==> src/rtl/mode_ctl_pkg.sv <==
`default_nettype none
package mode_ctl_pkg;
	localparam int CLK_HZ            = 25000000;
	// Timeouts in their own units (typical values)
	localparam int WDOG_TIMEOUT_MS   = 310;
	localparam int IN_IDLE_MS        = 250;
	localparam int WAKE_READY_US     = 50;
	localparam int WDOG_CYC          = WDOG_TIMEOUT_MS * (CLK_HZ / 1000);
	localparam int IN_IDLE_CYC       = IN_IDLE_MS * (CLK_HZ / 1000);
	localparam int WAKE_READY_CYC    = WAKE_READY_US * (CLK_HZ / 1000000);
	// SPI word layout
	localparam int SPI_BITS          = 16;
	localparam int WDOG_BIT_POS      = 15;
	localparam int WATCHDOG_DISABLE_POS        = 4;
	localparam int DUTY_MSB          = 7;
	localparam int CNT_W             = 24;
	// Defaults
	localparam logic [1:0] DIRECT_DELAY_SLEW = 2'h0;
	localparam logic [7:0] DUTY_RESET        = 8'h00;
	localparam logic [15:0] CFG_RESET        = 16'h0000;

	typedef enum logic [1:0] {
		MODE_SLEEP,
		MODE_NORMAL,
		MODE_FAILSAFE,
		MODE_FAULT
	} mode_e;
endpackage
`default_nettype wire

==> src/rtl/activity_timer.sv <==
`default_nettype none
module activity_timer #(
	parameter int unsigned LIMIT = 100
) (
	// Clock and reset
	input  wire logic clk_in,
	input  wire logic nrst_in,
	// Restart and status
	input  wire logic kick_in,
	output logic      expired_out
);
	import mode_ctl_pkg::*;

	typedef struct packed {
		logic [CNT_W-1:0] cnt;
		logic             exp;
	} tmr_s;

	tmr_s st_r;
	tmr_s st_nxt;

	always_comb begin
		st_nxt = st_r;
		if (kick_in) begin
			st_nxt.cnt = '0;
			st_nxt.exp = 1'b0;
		end else if (st_r.cnt >= CNT_W'(LIMIT)) begin
			st_nxt.exp = 1'b1;
		end else begin
			st_nxt.cnt = st_r.cnt + CNT_W'(1);
		end
	end

	always_ff @(posedge clk_in) begin
		if (!nrst_in) begin
			st_r <= '{cnt: '0, exp: 1'b1};
		end else begin
			st_r <= st_nxt;
		end
	end

	assign expired_out = st_r.exp;
endmodule // activity_timer
`default_nettype wire

==> src/rtl/duty_pwm.sv <==
`default_nettype none
module duty_pwm (
	// Clock and reset
	input  wire logic       clk_in,
	input  wire logic       nrst_in,
	// Duty setting and pulse
	input  wire logic [7:0] duty_in,
	output logic            pulse_out
);
	import mode_ctl_pkg::*;

	typedef struct packed {
		logic [7:0] phase;
		logic       pulse;
	} pwm_s;

	pwm_s st_r;
	pwm_s st_nxt;

	// Duty n gives (n+1)/256 on time; 8'hFF gives fully on
	always_comb begin
		st_nxt       = st_r;
		st_nxt.phase = st_r.phase + 8'h01;
		st_nxt.pulse = (st_r.phase <= duty_in[DUTY_MSB:0]);
	end

	always_ff @(posedge clk_in) begin
		if (!nrst_in) begin
			st_r <= '{phase: 8'h00, pulse: 1'b0};
		end else begin
			st_r <= st_nxt;
		end
	end

	assign pulse_out = st_r.pulse;
endmodule // duty_pwm
`default_nettype wire

==> src/rtl/mode_ctl.sv <==
`default_nettype none
// Function
// - normal_mode_flag is 1 when wake-up 1, fail-safe 0, fault 0.
// - Direct input mode follows input level with delay/slew setting 00.
// - Target = (in and not dir_dis) or (on and pulse and pwm_en) or (on, no pwm).
// - Duty pulse comes from the eight-bit duty field D7..D0.
// - Normal on reset pin rising with logic supply, or direct input rising.
// - Input-active flag drops after 250 ms without activity on that input.
// - Both inputs idle and reset pin 0 gives sleep, channels and SPI off.
// - Reset pin 0 or fail-safe: channels driven by direct inputs only.
// - Wake-up is reset pin or either input-active flag; picks the mode.
// - Fail-safe on enabled logic-supply failure or enabled watchdog timeout.
// - Fault on overcurrent, overtemp, short, undervoltage or enabled overvoltage.
// - Priority sleep, then fault, then fail-safe, else normal.
// - Watchdog runs only with logic supply, watchdog enabled, reset pin 1.
// - Watchdog disable is config bit D4; blocks fail-safe on timeout.
// - Sleep after power-up; configuration holds defaults during sleep.
// - Entering fail-safe from normal or sleep drives fail-safe output low, delatches, resets, blocks SPI.
// - Watchdog starts on reset pin rising; checks D15 of each word.
// - No watchdog bit change within 310 ms declares loss, enters fail-safe.
// - Leave fail-safe by D15=1 word, then second word within 310 ms.
// - Back to normal releases fail-safe output, resets registers, keeps latched.
// - SPI words are 16 bits, MSB first, data sampled on falling clock.
// - Wake-up resets registers; functions ready about 50 us later.
module mode_ctl
	import mode_ctl_pkg::*;
(
	// Clock and reset
	input  wire logic                clk_in,
	input  wire logic                nrst_in,
	// Pins from the host
	input  wire logic                reset_wake_pin_in,
	input  wire logic [1:0]          direct_in,
	input  wire logic                spi_cs_n_in,
	input  wire logic                spi_sclk_in,
	input  wire logic                spi_si_in,
	// Supply and protection status
	input  wire logic                logic_supply_ok_in,
	input  wire logic [1:0]          overcurrent_fault_in,
	input  wire logic [1:0]          overtemperature_fault_in,
	input  wire logic [1:0]          short_circuit_fault_in,
	input  wire logic                undervoltage_fault_in,
	input  wire logic                overvoltage_fault_in,
	input  wire logic [1:0]          latched_fault_in,
	// Configuration bits
	input  wire logic                logic_supply_fail_enable_in,
	input  wire logic                overvoltage_disable_in,
	input  wire logic [1:0]          direct_disable_in,
	input  wire logic [1:0]          on_bit_in,
	input  wire logic [1:0]          pwm_enable_in,
	input  wire logic [7:0]          duty0_in,
	input  wire logic [7:0]          duty1_in,
	// Mode and status
	output mode_ctl_pkg::mode_e      mode_out,
	output logic                     normal_mode_flag_out,
	output logic                     failsafe_out_n_out,
	output logic                     failsafe_out_n_oe_n_out,
	output logic                     functions_ready_out,
	output logic                     spi_enable_out,
	output logic                     regs_reset_out,
	output logic                     delatch_out,
	// SPI word and stored configuration
	output logic [15:0]              spi_word_out,
	output logic                     spi_word_valid_out,
	output logic                     watchdog_disable_out,
	output logic [15:0]              global_config_register_out,
	// Channel control
	output logic [1:0]               hson_out,
	output logic [1:0]               delay_slew_out
);
	import mode_ctl_pkg::*;

	////////////////////////////////////////////////////////////////////////
	// State
	typedef struct packed {
		logic [1:0]          rst_sync;
		logic [1:0]          in_s0;
		logic [1:0]          in_s1;
		logic [1:0]          in_prev;
		logic                rst_prev;
		logic [2:0]          cs_sync;
		logic [2:0]          sck_sync;
		logic [1:0]          si_sync;
		logic [15:0]         shift;
		logic [4:0]          bitcnt;
		logic [15:0]         word;
		logic                word_vld;
		logic [15:0]         global_config_register;
		logic                wd_run;
		logic                wd_last;
		logic                wd_seen;
		logic [CNT_W-1:0]    wd_cnt;
		logic                wd_to;
		logic                supply_fail;
		logic                exit_arm;
		logic [CNT_W-1:0]    exit_cnt;
		logic [CNT_W-1:0]    ready_cnt;
		logic                ready;
		mode_e               mode;
		logic                fs_n;
		logic                regs_rst;
		logic                delatch;
		logic [1:0]          hson;
	} ctl_s;

	ctl_s st_r;
	ctl_s st_nxt;

	////////////////////////////////////////////////////////////////////////
	// Per-channel helpers
	logic [1:0] in_kick;
	logic [1:0] in_idle;
	logic [1:0] pulse;
	logic [7:0] duty [2];

	assign duty[0] = duty0_in;
	assign duty[1] = duty1_in;

	genvar g;
	generate
		for (g = 0; g < 2; g++) begin : g_ch
			assign in_kick[g] = st_r.in_s1[g] ^ st_r.in_prev[g];
			activity_timer #(.LIMIT(IN_IDLE_CYC)) u_idle (
				.clk_in     (clk_in),
				.nrst_in    (nrst_in),
				.kick_in    (in_kick[g] | st_r.in_s1[g]),
				.expired_out(in_idle[g])
			);
			duty_pwm u_pwm (
				.clk_in   (clk_in),
				.nrst_in  (nrst_in),
				.duty_in  (duty[g]),
				.pulse_out(pulse[g])
			);
		end
	endgenerate

	////////////////////////////////////////////////////////////////////////
	// Next state
	logic       rst_pin;
	logic [1:0] in_pin;
	logic [1:0] in_active;
	logic       sck_fall;
	logic       cs_act;
	logic       wake;
	logic       fs_term;
	logic       fault_term;
	logic       word_done;
	logic       wd_bit;
	logic       wd_enable;
	mode_e      mode_new;
	logic [1:0] dir_ctl;
	logic [1:0] spi_ctl;

	always_comb begin
		st_nxt        = st_r;
		rst_pin       = st_r.rst_sync[1];
		in_pin        = st_r.in_s1;
		in_active     = ~in_idle;
		cs_act        = ~st_r.cs_sync[1];
		sck_fall      = st_r.sck_sync[2] & ~st_r.sck_sync[1];
		word_done     = 1'b0;
		wd_bit        = st_r.shift[WDOG_BIT_POS];
		dir_ctl       = 2'h0;
		spi_ctl       = 2'h0;

		// Pin synchronisers
		st_nxt.rst_sync = {st_r.rst_sync[0], reset_wake_pin_in};
		st_nxt.in_s0    = direct_in;
		st_nxt.in_s1    = st_r.in_s0;
		st_nxt.in_prev  = st_r.in_s1;
		st_nxt.rst_prev = rst_pin;
		st_nxt.cs_sync  = {st_r.cs_sync[1], st_r.cs_sync[0], spi_cs_n_in};
		st_nxt.sck_sync = {st_r.sck_sync[1], st_r.sck_sync[0], spi_sclk_in};
		st_nxt.si_sync  = {st_r.si_sync[0], spi_si_in};
		st_nxt.word_vld = 1'b0;
		st_nxt.delatch  = 1'b0;
		st_nxt.regs_rst = 1'b0;

		// SPI receiver, 16 bits MSB first on falling clock
		if (!cs_act || st_r.mode == MODE_SLEEP) begin
			st_nxt.bitcnt = 5'h00;
		end else if (sck_fall) begin
			st_nxt.shift  = {st_r.shift[14:0], st_r.si_sync[1]};
			st_nxt.bitcnt = st_r.bitcnt + 5'h01;
			if (st_r.bitcnt == 5'(SPI_BITS - 1)) begin
				word_done       = 1'b1;
				st_nxt.bitcnt   = 5'h00;
				wd_bit          = st_r.shift[14];
				st_nxt.word     = {st_r.shift[14:0], st_r.si_sync[1]};
				st_nxt.word_vld = 1'b1;
			end
		end

		// Watchdog
		wd_enable = logic_supply_ok_in & ~st_r.global_config_register[WATCHDOG_DISABLE_POS] & rst_pin;
		if (rst_pin && !st_r.rst_prev && logic_supply_ok_in) begin
			st_nxt.wd_run  = 1'b1;
			st_nxt.wd_cnt  = '0;
			st_nxt.wd_seen = 1'b0;
		end else if (!wd_enable || st_r.mode != MODE_NORMAL) begin
			st_nxt.wd_cnt = '0;
		end else if (st_r.wd_run) begin
			if (word_done && st_r.wd_seen && wd_bit != st_r.wd_last) begin
				st_nxt.wd_cnt = '0;
			end else if (st_r.wd_cnt >= CNT_W'(WDOG_CYC)) begin
				st_nxt.wd_to = 1'b1;
			end else begin
				st_nxt.wd_cnt = st_r.wd_cnt + CNT_W'(1);
			end
		end
		if (word_done) begin
			st_nxt.wd_last = wd_bit;
			st_nxt.wd_seen = 1'b1;
		end

		// Logic supply failure after it was present
		if (!logic_supply_ok_in && st_r.mode != MODE_SLEEP) begin
			st_nxt.supply_fail = 1'b1;
		end else if (logic_supply_ok_in && st_r.mode == MODE_SLEEP) begin
			st_nxt.supply_fail = 1'b0;
		end

		// Leaving fail-safe: D15=1 word, then a second word in time
		if (st_r.mode == MODE_FAILSAFE && word_done) begin
			if (!st_r.exit_arm && wd_bit) begin
				st_nxt.exit_arm = 1'b1;
				st_nxt.exit_cnt = '0;
			end else if (st_r.exit_arm) begin
				st_nxt.exit_arm = 1'b0;
				st_nxt.wd_to    = 1'b0;
				st_nxt.wd_cnt   = '0;
				// Supply back in range: the exit sequence also ends a supply failure
				if (logic_supply_ok_in) begin
					st_nxt.supply_fail = 1'b0;
				end
			end
		end else if (st_r.exit_arm) begin
			if (st_r.exit_cnt >= CNT_W'(WDOG_CYC)) begin
				st_nxt.exit_arm = 1'b0;
			end else begin
				st_nxt.exit_cnt = st_r.exit_cnt + CNT_W'(1);
			end
		end

		// Mode terms
		wake       = rst_pin | in_active[0] | in_active[1];
		fs_term    = (st_r.supply_fail & logic_supply_fail_enable_in)
			| (st_nxt.wd_to & ~st_r.global_config_register[WATCHDOG_DISABLE_POS]);
		fault_term = (|overcurrent_fault_in) | (|overtemperature_fault_in)
			| (|short_circuit_fault_in) | undervoltage_fault_in
			| (overvoltage_fault_in & ~overvoltage_disable_in);

		if (!wake) begin
			mode_new = MODE_SLEEP;
		end else if (fault_term) begin
			mode_new = MODE_FAULT;
		end else if (fs_term) begin
			mode_new = MODE_FAILSAFE;
		end else begin
			mode_new = MODE_NORMAL;
		end
		st_nxt.mode = mode_new;

		// Mode transition effects
		if (st_r.mode == MODE_SLEEP && mode_new != MODE_SLEEP) begin
			st_nxt.regs_rst  = 1'b1;
			st_nxt.ready_cnt = '0;
			st_nxt.ready     = 1'b0;
			st_nxt.global_config_register       = CFG_RESET;
			st_nxt.wd_to     = 1'b0;
		end else if (st_r.ready_cnt >= CNT_W'(WAKE_READY_CYC)) begin
			st_nxt.ready = 1'b1;
		end else begin
			st_nxt.ready_cnt = st_r.ready_cnt + CNT_W'(1);
		end
		if (fs_term && !st_r.mode[1] && mode_new != MODE_SLEEP) begin
			st_nxt.fs_n     = 1'b0;
			st_nxt.delatch  = 1'b1;
			st_nxt.regs_rst = 1'b1;
			st_nxt.global_config_register      = CFG_RESET;
		end
		if (st_r.mode == MODE_FAILSAFE && mode_new == MODE_NORMAL) begin
			st_nxt.fs_n     = 1'b1;
			st_nxt.regs_rst = 1'b1;
			st_nxt.global_config_register      = CFG_RESET;
		end
		if (mode_new == MODE_SLEEP) begin
			st_nxt.fs_n  = 1'b1;
			st_nxt.global_config_register   = CFG_RESET;
			st_nxt.wd_to = 1'b0;
		end

		// Configuration word store, blocked outside normal mode
		// No store in the cycle that leaves normal mode, so the reset stands
		if (st_r.word_vld && st_r.mode == MODE_NORMAL && !st_r.regs_rst
			&& mode_new == MODE_NORMAL) begin
			st_nxt.global_config_register = st_r.word;
		end

		// Channel targets
		dir_ctl = in_pin & ~direct_disable_in;
		spi_ctl = (on_bit_in & pulse & pwm_enable_in)
			| (on_bit_in & ~pwm_enable_in);
		case (mode_new)
			MODE_NORMAL: begin
				st_nxt.hson = rst_pin ? (dir_ctl | spi_ctl) : in_pin;
			end
			MODE_FAILSAFE: begin
				st_nxt.hson = in_pin;
			end
			default: begin
				st_nxt.hson = 2'h0;
			end
		endcase
	end

	////////////////////////////////////////////////////////////////////////
	// Registers
	always_ff @(posedge clk_in) begin
		if (!nrst_in) begin
			st_r      <= '0;
			st_r.mode <= MODE_SLEEP;
			st_r.fs_n <= 1'b1;
			st_r.global_config_register  <= CFG_RESET;
			st_r.cs_sync  <= 3'h7;
		end else begin
			st_r <= st_nxt;
		end
	end

	////////////////////////////////////////////////////////////////////////
	// Outputs
	assign mode_out                   = st_r.mode;
	assign normal_mode_flag_out       = (st_r.mode == MODE_NORMAL);
	assign failsafe_out_n_out         = 1'b0;
	assign failsafe_out_n_oe_n_out    = st_r.fs_n;
	assign functions_ready_out        = st_r.ready & (st_r.mode != MODE_SLEEP);
	assign spi_enable_out             = (st_r.mode == MODE_NORMAL);
	assign regs_reset_out             = st_r.regs_rst;
	assign delatch_out                = st_r.delatch;
	assign spi_word_out               = st_r.word;
	assign spi_word_valid_out         = st_r.word_vld;
	assign watchdog_disable_out       = st_r.global_config_register[WATCHDOG_DISABLE_POS];
	assign global_config_register_out = st_r.global_config_register;
	assign hson_out                   = st_r.hson;
	assign delay_slew_out             = DIRECT_DELAY_SLEW;
endmodule // mode_ctl
`default_nettype wire

==> config.mk <==
export PLATFORM = sky130hd
export DESIGN_NAME = mode_ctl
export DESIGN_NICKNAME = d
export VERILOG_FILES = /design/src/rtl/mode_ctl_pkg.sv /design/src/rtl/activity_timer.sv /design/src/rtl/duty_pwm.sv /design/src/rtl/mode_ctl.sv
export SDC_FILE = /design/constraint.sdc
export NUM_CORES = 1
export LEC_CHECK = 0
export ABC_AREA = 1
export BUFFER_PORTS_ARGS = -buffer_cell sky130_fd_sc_hd__buf_2
export CAP_MARGIN = 20
export CORE_MARGIN = 2
export CORE_UTILIZATION = 53
export DETAILED_ROUTE_END_ITERATION = 16
export GPL_TIMING_DRIVEN = 0
export PLACE_DENSITY = 0.72
export SLEW_MARGIN = 5
export SYNTH_ARGS = -nofsm -noshare
export SYNTH_HDL_FRONTEND = slang
export SYNTH_SLANG_ARGS = --single-unit
==> constraint.sdc <==
create_clock -name clk_in -period 4.1 [get_ports clk_in]
set_clock_uncertainty 0.1 [all_clocks]
set_input_delay 0.82 -clock clk_in [delete_from_list [all_inputs] [get_ports clk_in]]
set_output_delay 0.82 -clock clk_in [all_outputs]
set_load 0.03 [all_outputs]
; ---- Word level (Yosys, flattened, before mapping)
; Cells that the tools add are included.
[op_classes]
bitwise_logic = 33
n_addsub = 8
n_reduce_logical = 45
eq_ne = 9
magnitude_cmp = 7
muxes = 47
[op_table]
columns = operator, n
row1 = $mux W24, 6
row2 = $add A24 B1 Y24 const B, 5
row3 = $ge A24 B23 Y1 const B, 4
row4 = $mux W16, 5
row5 = $mux W25, 3
row6 = $mux W26, 2
row7 = $mux W27, 1
row8 = $ge A24 B11 Y1 const B, 1
row9 = $mux W1, 23
row10 = $mux W22, 1
row11 = $add A8 B1 Y8 const B, 2
row12 = $le A8 B8 Y1, 2
row13 = $logic_and A1 B1 Y1, 15
row14 = $reduce_or A2 Y1, 7
row15 = $reduce_bool A2 Y1, 6
row16 = $mux W2, 5
row17 = $or A1 B1 Y1, 9
row18 = $reduce_or A3 Y1, 3
row19 = $and A2 B2 Y2, 4
row20 = $and A1 B1 Y1, 7
row21 = $logic_not A1 Y1, 6
row22 = $not A1 Y1, 6
row23 = $not A2 Y2, 3
row24 = $reduce_and A3 Y1, 2
row25 = 14 further kinds, 21
[word_totals]
elab_cells = 185
reg_bits = 224
input_bits = 43
output_inout_bits = 47

; ---- Longest topological paths before layout
; Gate-level depths: netlist of run 1.
[logic_depth]
word_depth = 25
mapped_depth = 22

; ---- By module
; Synthesis of run 1 repeated with hierarchy kept, for this count alone.
[hier_totals]
cells_unflattened = 1707
area_unflattened_um2 = 11966.5
[by_module_without_submodules]
columns = mod, cells_each, instances, area_each_um2
row1 = mode_ctl, 1001, 1, 7442.1
row2 = activity_timer, 276, 2, 1704.1
row3 = duty_pwm, 77, 2, 558.0

; ---- Least setup slack after synthesis of run 1
; OpenSTA, ideal clock, no wires.
[synth_timing]
path_type = reg2reg
startpoint = register st_r, in the netlist mode_out[0]
endpoint = register st_r, in the netlist global_config_register_out[10]
slack_ns = 0.907
n_path_buf = 1
path_stages_with_launch = 17
setup_ns = 0.138
period_less_slack_ns = 3.193
required_ns = 3.862
t_arrival_ns = 2.955
cell_sequence = dfxtp_1 > inv_1 > nor2_1 > nand4_1 > nor3_1 > nand3_1 > nand2_1 > nand2_2 > nand2_2 > nand3_1 > nand2_1 > inv_1 > ha_1 > and3_1 > inv_1 > clkbuf_1 > o22ai_2
[synth_between]
word_cells_on_any_way = 40
cone_classes = eq/ne: 5 / mux: 16 / bitwise: 2 / reduce/logical: 17
[synth_rtl]
columns = element, line_no
row1 = "start, declared", mode_ctl.sv:106  ; ctl_s st_r;
row2 = "start signal, assigned", mode_ctl.sv:328  ; st_r <= st_nxt;
row3 = $eq A2 B1 Y1 *, -
row4 = named net normal_mode_flag_out, mode_ctl.sv:55  ; output logic normal_mode_flag_out,
row5 = $logic_and A1 B1 Y1 * (2 in series), mode_ctl.sv:296  ; if (st_r.word_vld && st_r.mode == MODE_NORMAL && !st_r.regs_rst
row6 = $logic_and A1 B1 Y1 *, mode_ctl.sv:297  ; && mode_new == MODE_NORMAL) begin
row7 = $reduce_bool A5 Y1 (no source line) / $mux W16 (equally long branches), -
; The timed path passes the listed nets; every way through them passes the cells marked *.
; A chain may end at the register's enable or synchronous reset.

; ---- Final worst setup path of run 1
[layout_timing]
startpoint = register st_r, in the netlist mode_out[0]
endpoint = register st_r, in the netlist global_config_register_out[6]
[layout_between]
elab_chain_cells = 23
word_cells_on_any_way = 40
cone_classes = eq/ne: 5 / mux: 16 / bitwise: 2 / reduce/logical: 17
[layout_rtl]
columns = element, line_no
row1 = $logic_not A2 Y1, mode_ctl.sv:181  ; if (!cs_act || st_r.mode == MODE_SLEEP) begin
row2 = $logic_or A1 B1 Y1, mode_ctl.sv:181
row3 = $mux W1, mode_ctl.sv:181
row4 = $ne A1 B1 Y1 / $logic_and A1 B1 Y1 (equally long branches), mode_ctl.sv:204  ; if (word_done && st_r.wd_seen && wd_bit != st_r.wd_last) begin
row5 = $logic_and A1 B1 Y1, mode_ctl.sv:204
row6 = $mux W1, mode_ctl.sv:204
row7 = $mux W25, mode_ctl.sv:203  ; end else if (st_r.wd_run) begin
row8 = $mux W1, mode_ctl.sv:201  ; end else if (!wd_enable || st_r.mode != MODE_NORMAL) begin
row9 = [... 8 more ...], -
row10 = $mux W2 *, mode_ctl.sv:254  ; if (!wake) begin
row11 = named net mode_new[0], mode_ctl.sv:151  ; mode_e mode_new;
row12 = $reduce_bool A2 Y1, "mode_ctl.sv:266, mode_ctl.sv:277"
row13 = $logic_and A1 B1 Y1, mode_ctl.sv:277  ; if (fs_term && !st_r.mode[1] && mode_new != MODE_SLEEP) begin
row14 = $mux W16, mode_ctl.sv:277
row15 = $mux W16, mode_ctl.sv:283  ; if (st_r.mode == MODE_FAILSAFE && mode_new == MODE_NORMAL) begin
row16 = $mux W16, mode_ctl.sv:288  ; if (mode_new == MODE_SLEEP) begin
row17 = $mux W16, mode_ctl.sv:296
; Marks and branches as above.

==> results.cfg, run 1 <==
[run_status]
status = finished clean

[setup_path]
critical_path.slowest_cell = sky130_fd_sc_hd__clkbuf_1
critical_path.most_common_cell = sky130_fd_sc_hd__inv_1
r2r_setup_slack_ns = 0.39
timing.rr.end = global_config_register_out[6]
critPathCaptureType = flop
crit_end = global_config_register_out[6]
worst-endpoint-required_ns = 4.37
cp_data_arrival_time_ns = 3.98
timing.critical_path.slowest_cell_delay_ns = 0.54
critical_path.startpoint = mode_out[0]
critical_path_class = reg -> reg
cp_cell_sequence = inv_1 -> nor2_1 -> nand4_1 -> nor3_1 -> nand3_1 -> nand2_1 -> nand2_2 -> nand2_2 -> nand3_1 -> nand2_1 -> inv_1 -> ha_1 -> and3_1 -> inv_1 -> clkbuf_1 -> o22ai_2
worst_r2r_startpoint = mode_out[0]
critical_path.max_fanout = 10
worstRegToRegCells = 16
startpoint_type = flop

[sta]
finalMaxSlewViolations = 0
grt_setup_unrepaired = false
clock.fmax_ghz = 0.269
maxSlewHeadroom = 0.523
final_min_period_over_clock_period = 0.905
post-route-min-period_ns = 3.71
final-hold-violation-count = 0
fin_ws_ns = 0.388
slew_of_the_pin_with_the_lowest_slew_margin_ns = 0.716
final_report_setup_violation_count = 0
final.setup.tns_ns = 0

[power_and_ir_drop]
power.ir.vdd_worst_mv = 0.275
leakage_nw = 5.26
power-per-cell-area_nw_per_um2 = 359

[clock_tree]
cts_tree = yes
cts.sink_count = 224
postCtsHoldBufs = 0
worst_setup_hold_path_clk_slew_ns = 0.06
cts_max_path_buffers = 3
htree_num_levels = 1
worst_skew_pair.late_latency_ns = 0.51
clock_tree.root_cell = sky130_fd_sc_hd__clkbuf_16
number_of_buffers_created_by_cts = 24

[cells_and_area]
flow.area_growth_from_synthesis_pct = 13.7
top_library_cells_by_usage_in_the_layout_fill_and_taps_aside = 287 x sky130_fd_sc_hd__nand2_1, 224 x sky130_fd_sc_hd__dfxtp_1, 215 x sky130_fd_sc_hd__inv_1, 191 x sky130_fd_sc_hd__nor2_1, 122 x sky130_fd_sc_hd__a21oi_1
nFillCells = 1883
mostFrequentLayoutCell = sky130_fd_sc_hd__nand2_1
fin_nets = 1719
post_route_cells_drive_above_1_share = 0.123

[floorplan]
pin_count = 90
coreArea_sq_um = 20200
floorplan.die.width_microns = 148
die_area_sq_um = 21800
initial_utilization = 0.541
floorplan.die.height_microns = 148
placementRows = 52

[placed_design]
port_buffers = 84
dp.final_hpwl_microns = 18600
place_congestion = 0.905
pre_cts_slack_ns = 0.325

[drt]
initialDrtViolationCount = 646
postRouteAntennaNets = 0
wirelength_microns = 25000
route.detailed.drc = 0
highest_metal_used = met4
route.detailed.wl_per_inst_microns = 13.0
drt-vias-per-instance = 5.10
via_count = 9842
met1_length_microns = 12000
wl_met2_microns = 11200
met3WireLength_microns = 1470
drt-pass1-iter-count = 5

[global_route]
grt_antenna_before_repair = 0
via_count_of_the_first_global_routing_pass = 9154
grt_start_max_net_pins = 14
global_route_wire_length_before_repair_microns = 42500
global_route.usage.total = 0.230
global_route.overflow_total = 0

[worst_hold_path]
min_delay_path_depth = 1
hold_class = reg -> reg

[synth]
synthDistinctLibCells = 47
synth-async-reset-ratio = 0
gate_count_post_synth = 1532
synth_top_area_share = 0.410
synth.avg_cell_area_sq_um = 7.14
yosys_warnings = 0
netlist_top_cells_area = sky130_fd_sc_hd__dfxtp_1 41%, sky130_fd_sc_hd__nand2_1 9.8%, sky130_fd_sc_hd__inv_1 7.4%
synthFlopType = sky130_fd_sc_hd__dfxtp_1
ffs_latches_synth = 224
yosys.area.top_type = sky130_fd_sc_hd__dfxtp_1
synth-edff-count = 0
syn-cell-area_sq_um = 10900
synth-seq-area-share = 0.410

[flow_run]
max-cap-violations = 0
==> where the power goes <==
| group | leakage (nW) | switching, W | internal [W] | total (W) |
|---|---|---|---|---|
| combinational | 3.09 | 0.000154 | 0.0000788 | 0.000233 |
| sequential | 1.81 | 0.0000214 | 0.00220 | 0.00223 |
| clock | 0.352 | 0.000852 | 0.00115 | 0.00200 |
| total | 5.26 | 0.00103 | 0.00344 | 0.00446 |
==> sequential cells by signal (all words and copies together) (netlist names) <==
register and count:
delatch_out 1, failsafe_out_n_oe_n_out 1, g_ch.u_idle.expired_out 2, g_ch.u_idle.st_r 48, g_ch.u_pwm.pulse_out 2, g_ch.u_pwm.st_r 16
global_config_register_out 16, hson_out 2, in_pin 2, mode_out 2, regs_reset_out 1, rst_pin 1
spi_word_out 16, spi_word_valid_out 1, st_nxt 8, st_r 105
==> how the worst min path moves through the flow <==
stage                      startpoint          end
after floorplan           st_nxt[151]    in_pin[0]
after global placement    st_nxt[146]  st_nxt[147]
after detailed placement  st_nxt[143]  st_nxt[144]
after CTS                 st_nxt[146]  st_nxt[147]
after global routing      st_nxt[143]  st_nxt[144]
final                     st_nxt[146]  st_nxt[147]
==> through the flow <==
step	power (W)	cells	utilization	instance area (sq um)	hold WS, ns
final	0.00446	1928	0.615	12400	0.314
after global routing	0.00463	1926	0.615	12400	0.332
after CTS	0.00451	1926	0.614	12400	0.316
after detailed placement	0.00251	1888	0.579	11700	0.302
after global placement	0.00250	1888	0.579	11700	0.301
after floorplan	0.00243	1534	-	11000	0.290
==> metal layers <==
layer | track usage | vias up
met5 | 0 | -
met4 | 0.0543 | 0
met3 | 0.0324 | 31
met2 | 0.379 | 236
met1 | 0.321 | 4452
li1 | - | 5123
==> kinds of logic after synthesis <==
group           share of synthesized area
fa+ha+maj                          0.0366
simple gates                        0.283
compound gates                      0.118
flops                               0.410
xor+xnor                           0.0328
other cells                      0.000343
buf+inv                             0.119
==> final cells by class <==
cell class	count	area (sq um)	area share
clock inverters	8	47.5	0.00382
flip-flops and latches	224	4480	0.360
well taps	270	338	0.0272
multi-input cells	1009	5170	0.415
plain buffers	78	468	0.0376
clock buffers	30	674	0.0542
repair buffers	84	420	0.0338
diodes	2	5.00	0.000402
inverters	223	837	0.0673
==> synthesized netlist by cell type (2+ instances only) <==
master                     number
sky130_fd_sc_hd__nand2_4        3
sky130_fd_sc_hd__nand2_1      287
sky130_fd_sc_hd__nor4_1        21
sky130_fd_sc_hd__inv_2          6
sky130_fd_sc_hd__nor2_4         2
sky130_fd_sc_hd__or2_2          3
sky130_fd_sc_hd__a21oi_1      122
sky130_fd_sc_hd__nand2_2        5
sky130_fd_sc_hd__ha_1          32
sky130_fd_sc_hd__buf_1          2
sky130_fd_sc_hd__clkinv_1       2
sky130_fd_sc_hd__inv_1        215
sky130_fd_sc_hd__a211oi_1       2
sky130_fd_sc_hd__buf_2          5
sky130_fd_sc_hd__and3_1         2
sky130_fd_sc_hd__o211ai_1       4
sky130_fd_sc_hd__nor3_2         2
sky130_fd_sc_hd__o21ai_1        2
sky130_fd_sc_hd__a22oi_1        2
sky130_fd_sc_hd__xor2_1        29
sky130_fd_sc_hd__nand4_1       40
sky130_fd_sc_hd__o21ai_0       70
sky130_fd_sc_hd__o22ai_2       10
sky130_fd_sc_hd__nand3b_1       2
sky130_fd_sc_hd__a31oi_1        5
sky130_fd_sc_hd__buf_6          2
sky130_fd_sc_hd__o21a_1         4
sky130_fd_sc_hd__nor2_1       192
sky130_fd_sc_hd__nor3_1        62
sky130_fd_sc_hd__o22ai_1        5
sky130_fd_sc_hd__nor2_2         2
sky130_fd_sc_hd__buf_4         41
sky130_fd_sc_hd__nand3_1       67
sky130_fd_sc_hd__dfxtp_1      224
sky130_fd_sc_hd__clkbuf_1      28
sky130_fd_sc_hd__xnor2_1       12
sky130_fd_sc_hd__nor3b_1        8
==> critical path: cells and delay by family, from the launching register on <==
family	cells	cell delay (ns)
fa+ha+maj	1	0.27
simple gates	10	1.68
buf+inv	4	0.84
compound gates	1	0.14
flops	1	0.53
==> timing repair <==
action	4_1_cts	5_1_grt
hold endpoints to repair	0	0
setup endpoints to repair	0	3
resized for setup	0	1
setup buffers	0	0
Note: power is estimated with default switching activity, not from simulation.
==> run 2: changes to the inputs <==
==> constraint.sdc (replaced) <==
create_clock -name clk_in -period 4 [get_ports clk_in]
set_clock_uncertainty 0.1 [all_clocks]
set_input_delay 0.8 -clock clk_in [delete_from_list [all_inputs] [get_ports clk_in]]
set_output_delay 0.8 -clock clk_in [all_outputs]
set_load 0.03 [all_outputs]
==> run 2 against run 1 <==
  * Non-clock buffer count unchanged
  * Final area barely moved
  * Global-route usage did not move
  * Count of clock-buffer cells in the layout unchanged
  * Setup slack gained 0.010 ns
  * Combinational power is 3% higher
  * Cell count unchanged
  * Largest power group unchanged
  * Fmax up 3.1%
  * Register-to-register slack about the same
  * Sequential cell count is the same
  * Hold slack hardly changed
==> results.cfg, run 2 (synthesized netlist as in run 1, its figures left out) <==
[run_status]
status = finished clean

[clock_tree]
worst_skew_pair.late_latency_ns = 0.51
cts_tree = yes
postCtsSetupRepairBufs = 0
cts.sink_count = 224
htree_num_levels = 1
cts_max_path_buffers = 3
post_cts_resized = 0
postCtsHoldBufs = 0
worst_setup_hold_path_clk_slew_ns = 0.06
clock_tree.root_cell = sky130_fd_sc_hd__clkbuf_16
number_of_buffers_created_by_cts = 24

[setup_path]
crit_cells = 19
critical_path.slowest_cell = sky130_fd_sc_hd__dfxtp_1
critPathCaptureType = flop
worst-endpoint-required_ns = 4.33
worstRegToRegCells = 19
worst_r2r_startpoint = mode_out[0]
critical_path.startpoint = mode_out[0]
path_buf_inv = 5
timing.rr.end = st_r[10]
r2r_setup_slack_ns = 0.40
timing.critical_path.slowest_cell_delay_ns = 0.53
cp_data_arrival_time_ns = 3.93
crit_end = st_r[10]
critical_path.most_common_cell = sky130_fd_sc_hd__nand2_2
critPathTopFamily = simple AND/OR/NAND/NOR gates
critical_path_class = reg -> reg
startpoint_type = flop
critical_path.max_fanout = 10
cp_cell_sequence = nor2_2 -> inv_2 -> nand2_4 -> nor2_8 -> nand2_2 -> nor3_2 -> buf_6 -> nand2_4 -> nand2_2 -> inv_2 -> nand2_2 -> nand2_2 -> o21ai_0 -> ha_1 -> nor2_1 -> nor2_2 -> inv_1 -> clkbuf_1 -> nor3b_1

[global_route]
grt_antenna_before_repair = 0
global_route.usage.total = 0.230
grt_start_max_net_pins = 14
global_route_wire_length_before_repair_microns = 42500
via_count_of_the_first_global_routing_pass = 9154
global_route.overflow_total = 0

[drt]
via_count = 9834
drt-pass1-iter-count = 5
drt-vias-per-instance = 5.10
route.detailed.drc = 0
postRouteAntennaNets = 0
initialDrtViolationCount = 645
route.detailed.wl_per_inst_microns = 13.0
wirelength_microns = 25100

[placed_design]
numPlacedInstances = 1888
port_buffers = 84
dp.final_hpwl_microns = 18600
place_congestion = 0.905

[cells_and_area]
nFillCells = 1882
fin_nets = 1719
post_route_cells_drive_above_1_share = 0.124
top_library_cells_by_usage_in_the_layout_fill_and_taps_aside = 287 x sky130_fd_sc_hd__nand2_1, 224 x sky130_fd_sc_hd__dfxtp_1, 215 x sky130_fd_sc_hd__inv_1, 191 x sky130_fd_sc_hd__nor2_1, 122 x sky130_fd_sc_hd__a21oi_1
sequential_cell_area_sq_um = 4480
regMostFlops = st_r
multi_input_comb_area_sq_um = 5170
finish.cell_count_without_fillers = 1928
layout_top_registers = st_r: 105 flops, g_ch.u_idle.st_r: 48 flops
largest_register_ffs = 105
flow.area_growth_from_synthesis_pct = 13.7
mostFrequentLayoutCell = sky130_fd_sc_hd__nand2_1

[floorplan]
floorplan.die.height_microns = 148
initial_utilization = 0.541
pin_count = 90
coreArea_sq_um = 20200
floorplan.die.width_microns = 148
die_area_sq_um = 21800
placementRows = 52

[sta]
post-route-min-period_ns = 3.60
maxSlewHeadroom = 0.522
final.setup.tns_ns = 0
final_report_setup_violation_count = 0
finalMaxSlewViolations = 0
clock.fmax_ghz = 0.278
slew_of_the_pin_with_the_lowest_slew_margin_ns = 0.717
final_min_period_over_clock_period = 0.901
final-hold-violation-count = 0
grt_setup_unrepaired = false

[power_and_ir_drop]
leakage_nw = 5.26
power.ir.vdd_worst_mv = 0.282
power-per-cell-area_nw_per_um2 = 368

[worst_hold_path]
worstHoldStart = st_nxt[146]
hold_class = reg -> reg

[flow_run]
max-cap-violations = 0
-- run 2: changes by cell type in the layout (fill, tap and decap cells not counted) --
cell                       change
sky130_fd_sc_hd__clkbuf_1      -1
sky130_fd_sc_hd__clkbuf_2      +1
-- run 2: worst register-to-register path: cells and delay by family (launching register included) --
| kind | cells | cell delay, ns |
|---|---|---|
| AOI/OAI and AO/OA | 1 | 0.35 |
| buffers and inverters | 5 | 0.68 |
| adders and majority gates | 1 | 0.40 |
| DFF | 1 | 0.53 |
| and+or+nand+nor | 12 | 1.46 |
-- run 2: worst min-delay path by stage --
| stage | endpoint | slack, ns | depth (start not counted) |
|---|---|---|---|
| CTS | st_nxt[147] | 0.32 | 1 |
| floorplan | in_pin[0] | 0.29 | 2 |
| finish | st_nxt[147] | 0.31 | 1 |
| global route | st_nxt[144] | 0.33 | 2 |
| detailed placement | st_nxt[144] | 0.30 | 2 |
| global placement | st_nxt[147] | 0.30 | 1 |
-- run 2: power breakdown --
group	leakage, nW	switching [W]	internal (W)
Combinational	3.10	0.000158	0.0000808
Clock	0.352	0.000874	0.00118
Sequential	1.81	0.0000219	0.00226
-- run 2: per-stage QoR --
| stage | hold slack [ns] | utilization | setup slack, ns | area, sq um | total power [W] |
|---|---|---|---|---|---|
| 5_1_grt | 0.332 | 0.615 | 0.0209 | 12400 | 0.00475 |
| 3_3_place_gp | 0.301 | 0.579 | 0.277 | 11700 | 0.00256 |
| 4_1_cts | 0.316 | 0.614 | 0.183 | 12400 | 0.00462 |
| 2_1_floorplan | 0.290 | - | 0.807 | 11000 | 0.00249 |
| 6_report | 0.314 | 0.615 | 0.398 | 12400 | 0.00458 |
| 3_5_place_dp | 0.302 | 0.579 | 0.225 | 11700 | 0.00257 |
-- run 2: cell type report --
type                            instances  area share
Antenna cell                            2    0.000402
Buffer                                 78      0.0377
Multi-Input combinational cell       1009       0.415
Clock inverter                          8     0.00382
Inverter                              223      0.0673
Timing Repair Buffer                   84      0.0338
Clock buffer                           30      0.0542
Tap cell                              270      0.0272
Sequential cell                       224       0.360
-- run 2: per-layer routing --
metal,up-vias,track usage,share of wire
li1,5122,-,-
met1,4452,0.321,0.48
met2,229,0.379,0.45
met3,31,0.0324,0.057
met4,0,0.0543,0.014
met5,-,0,0
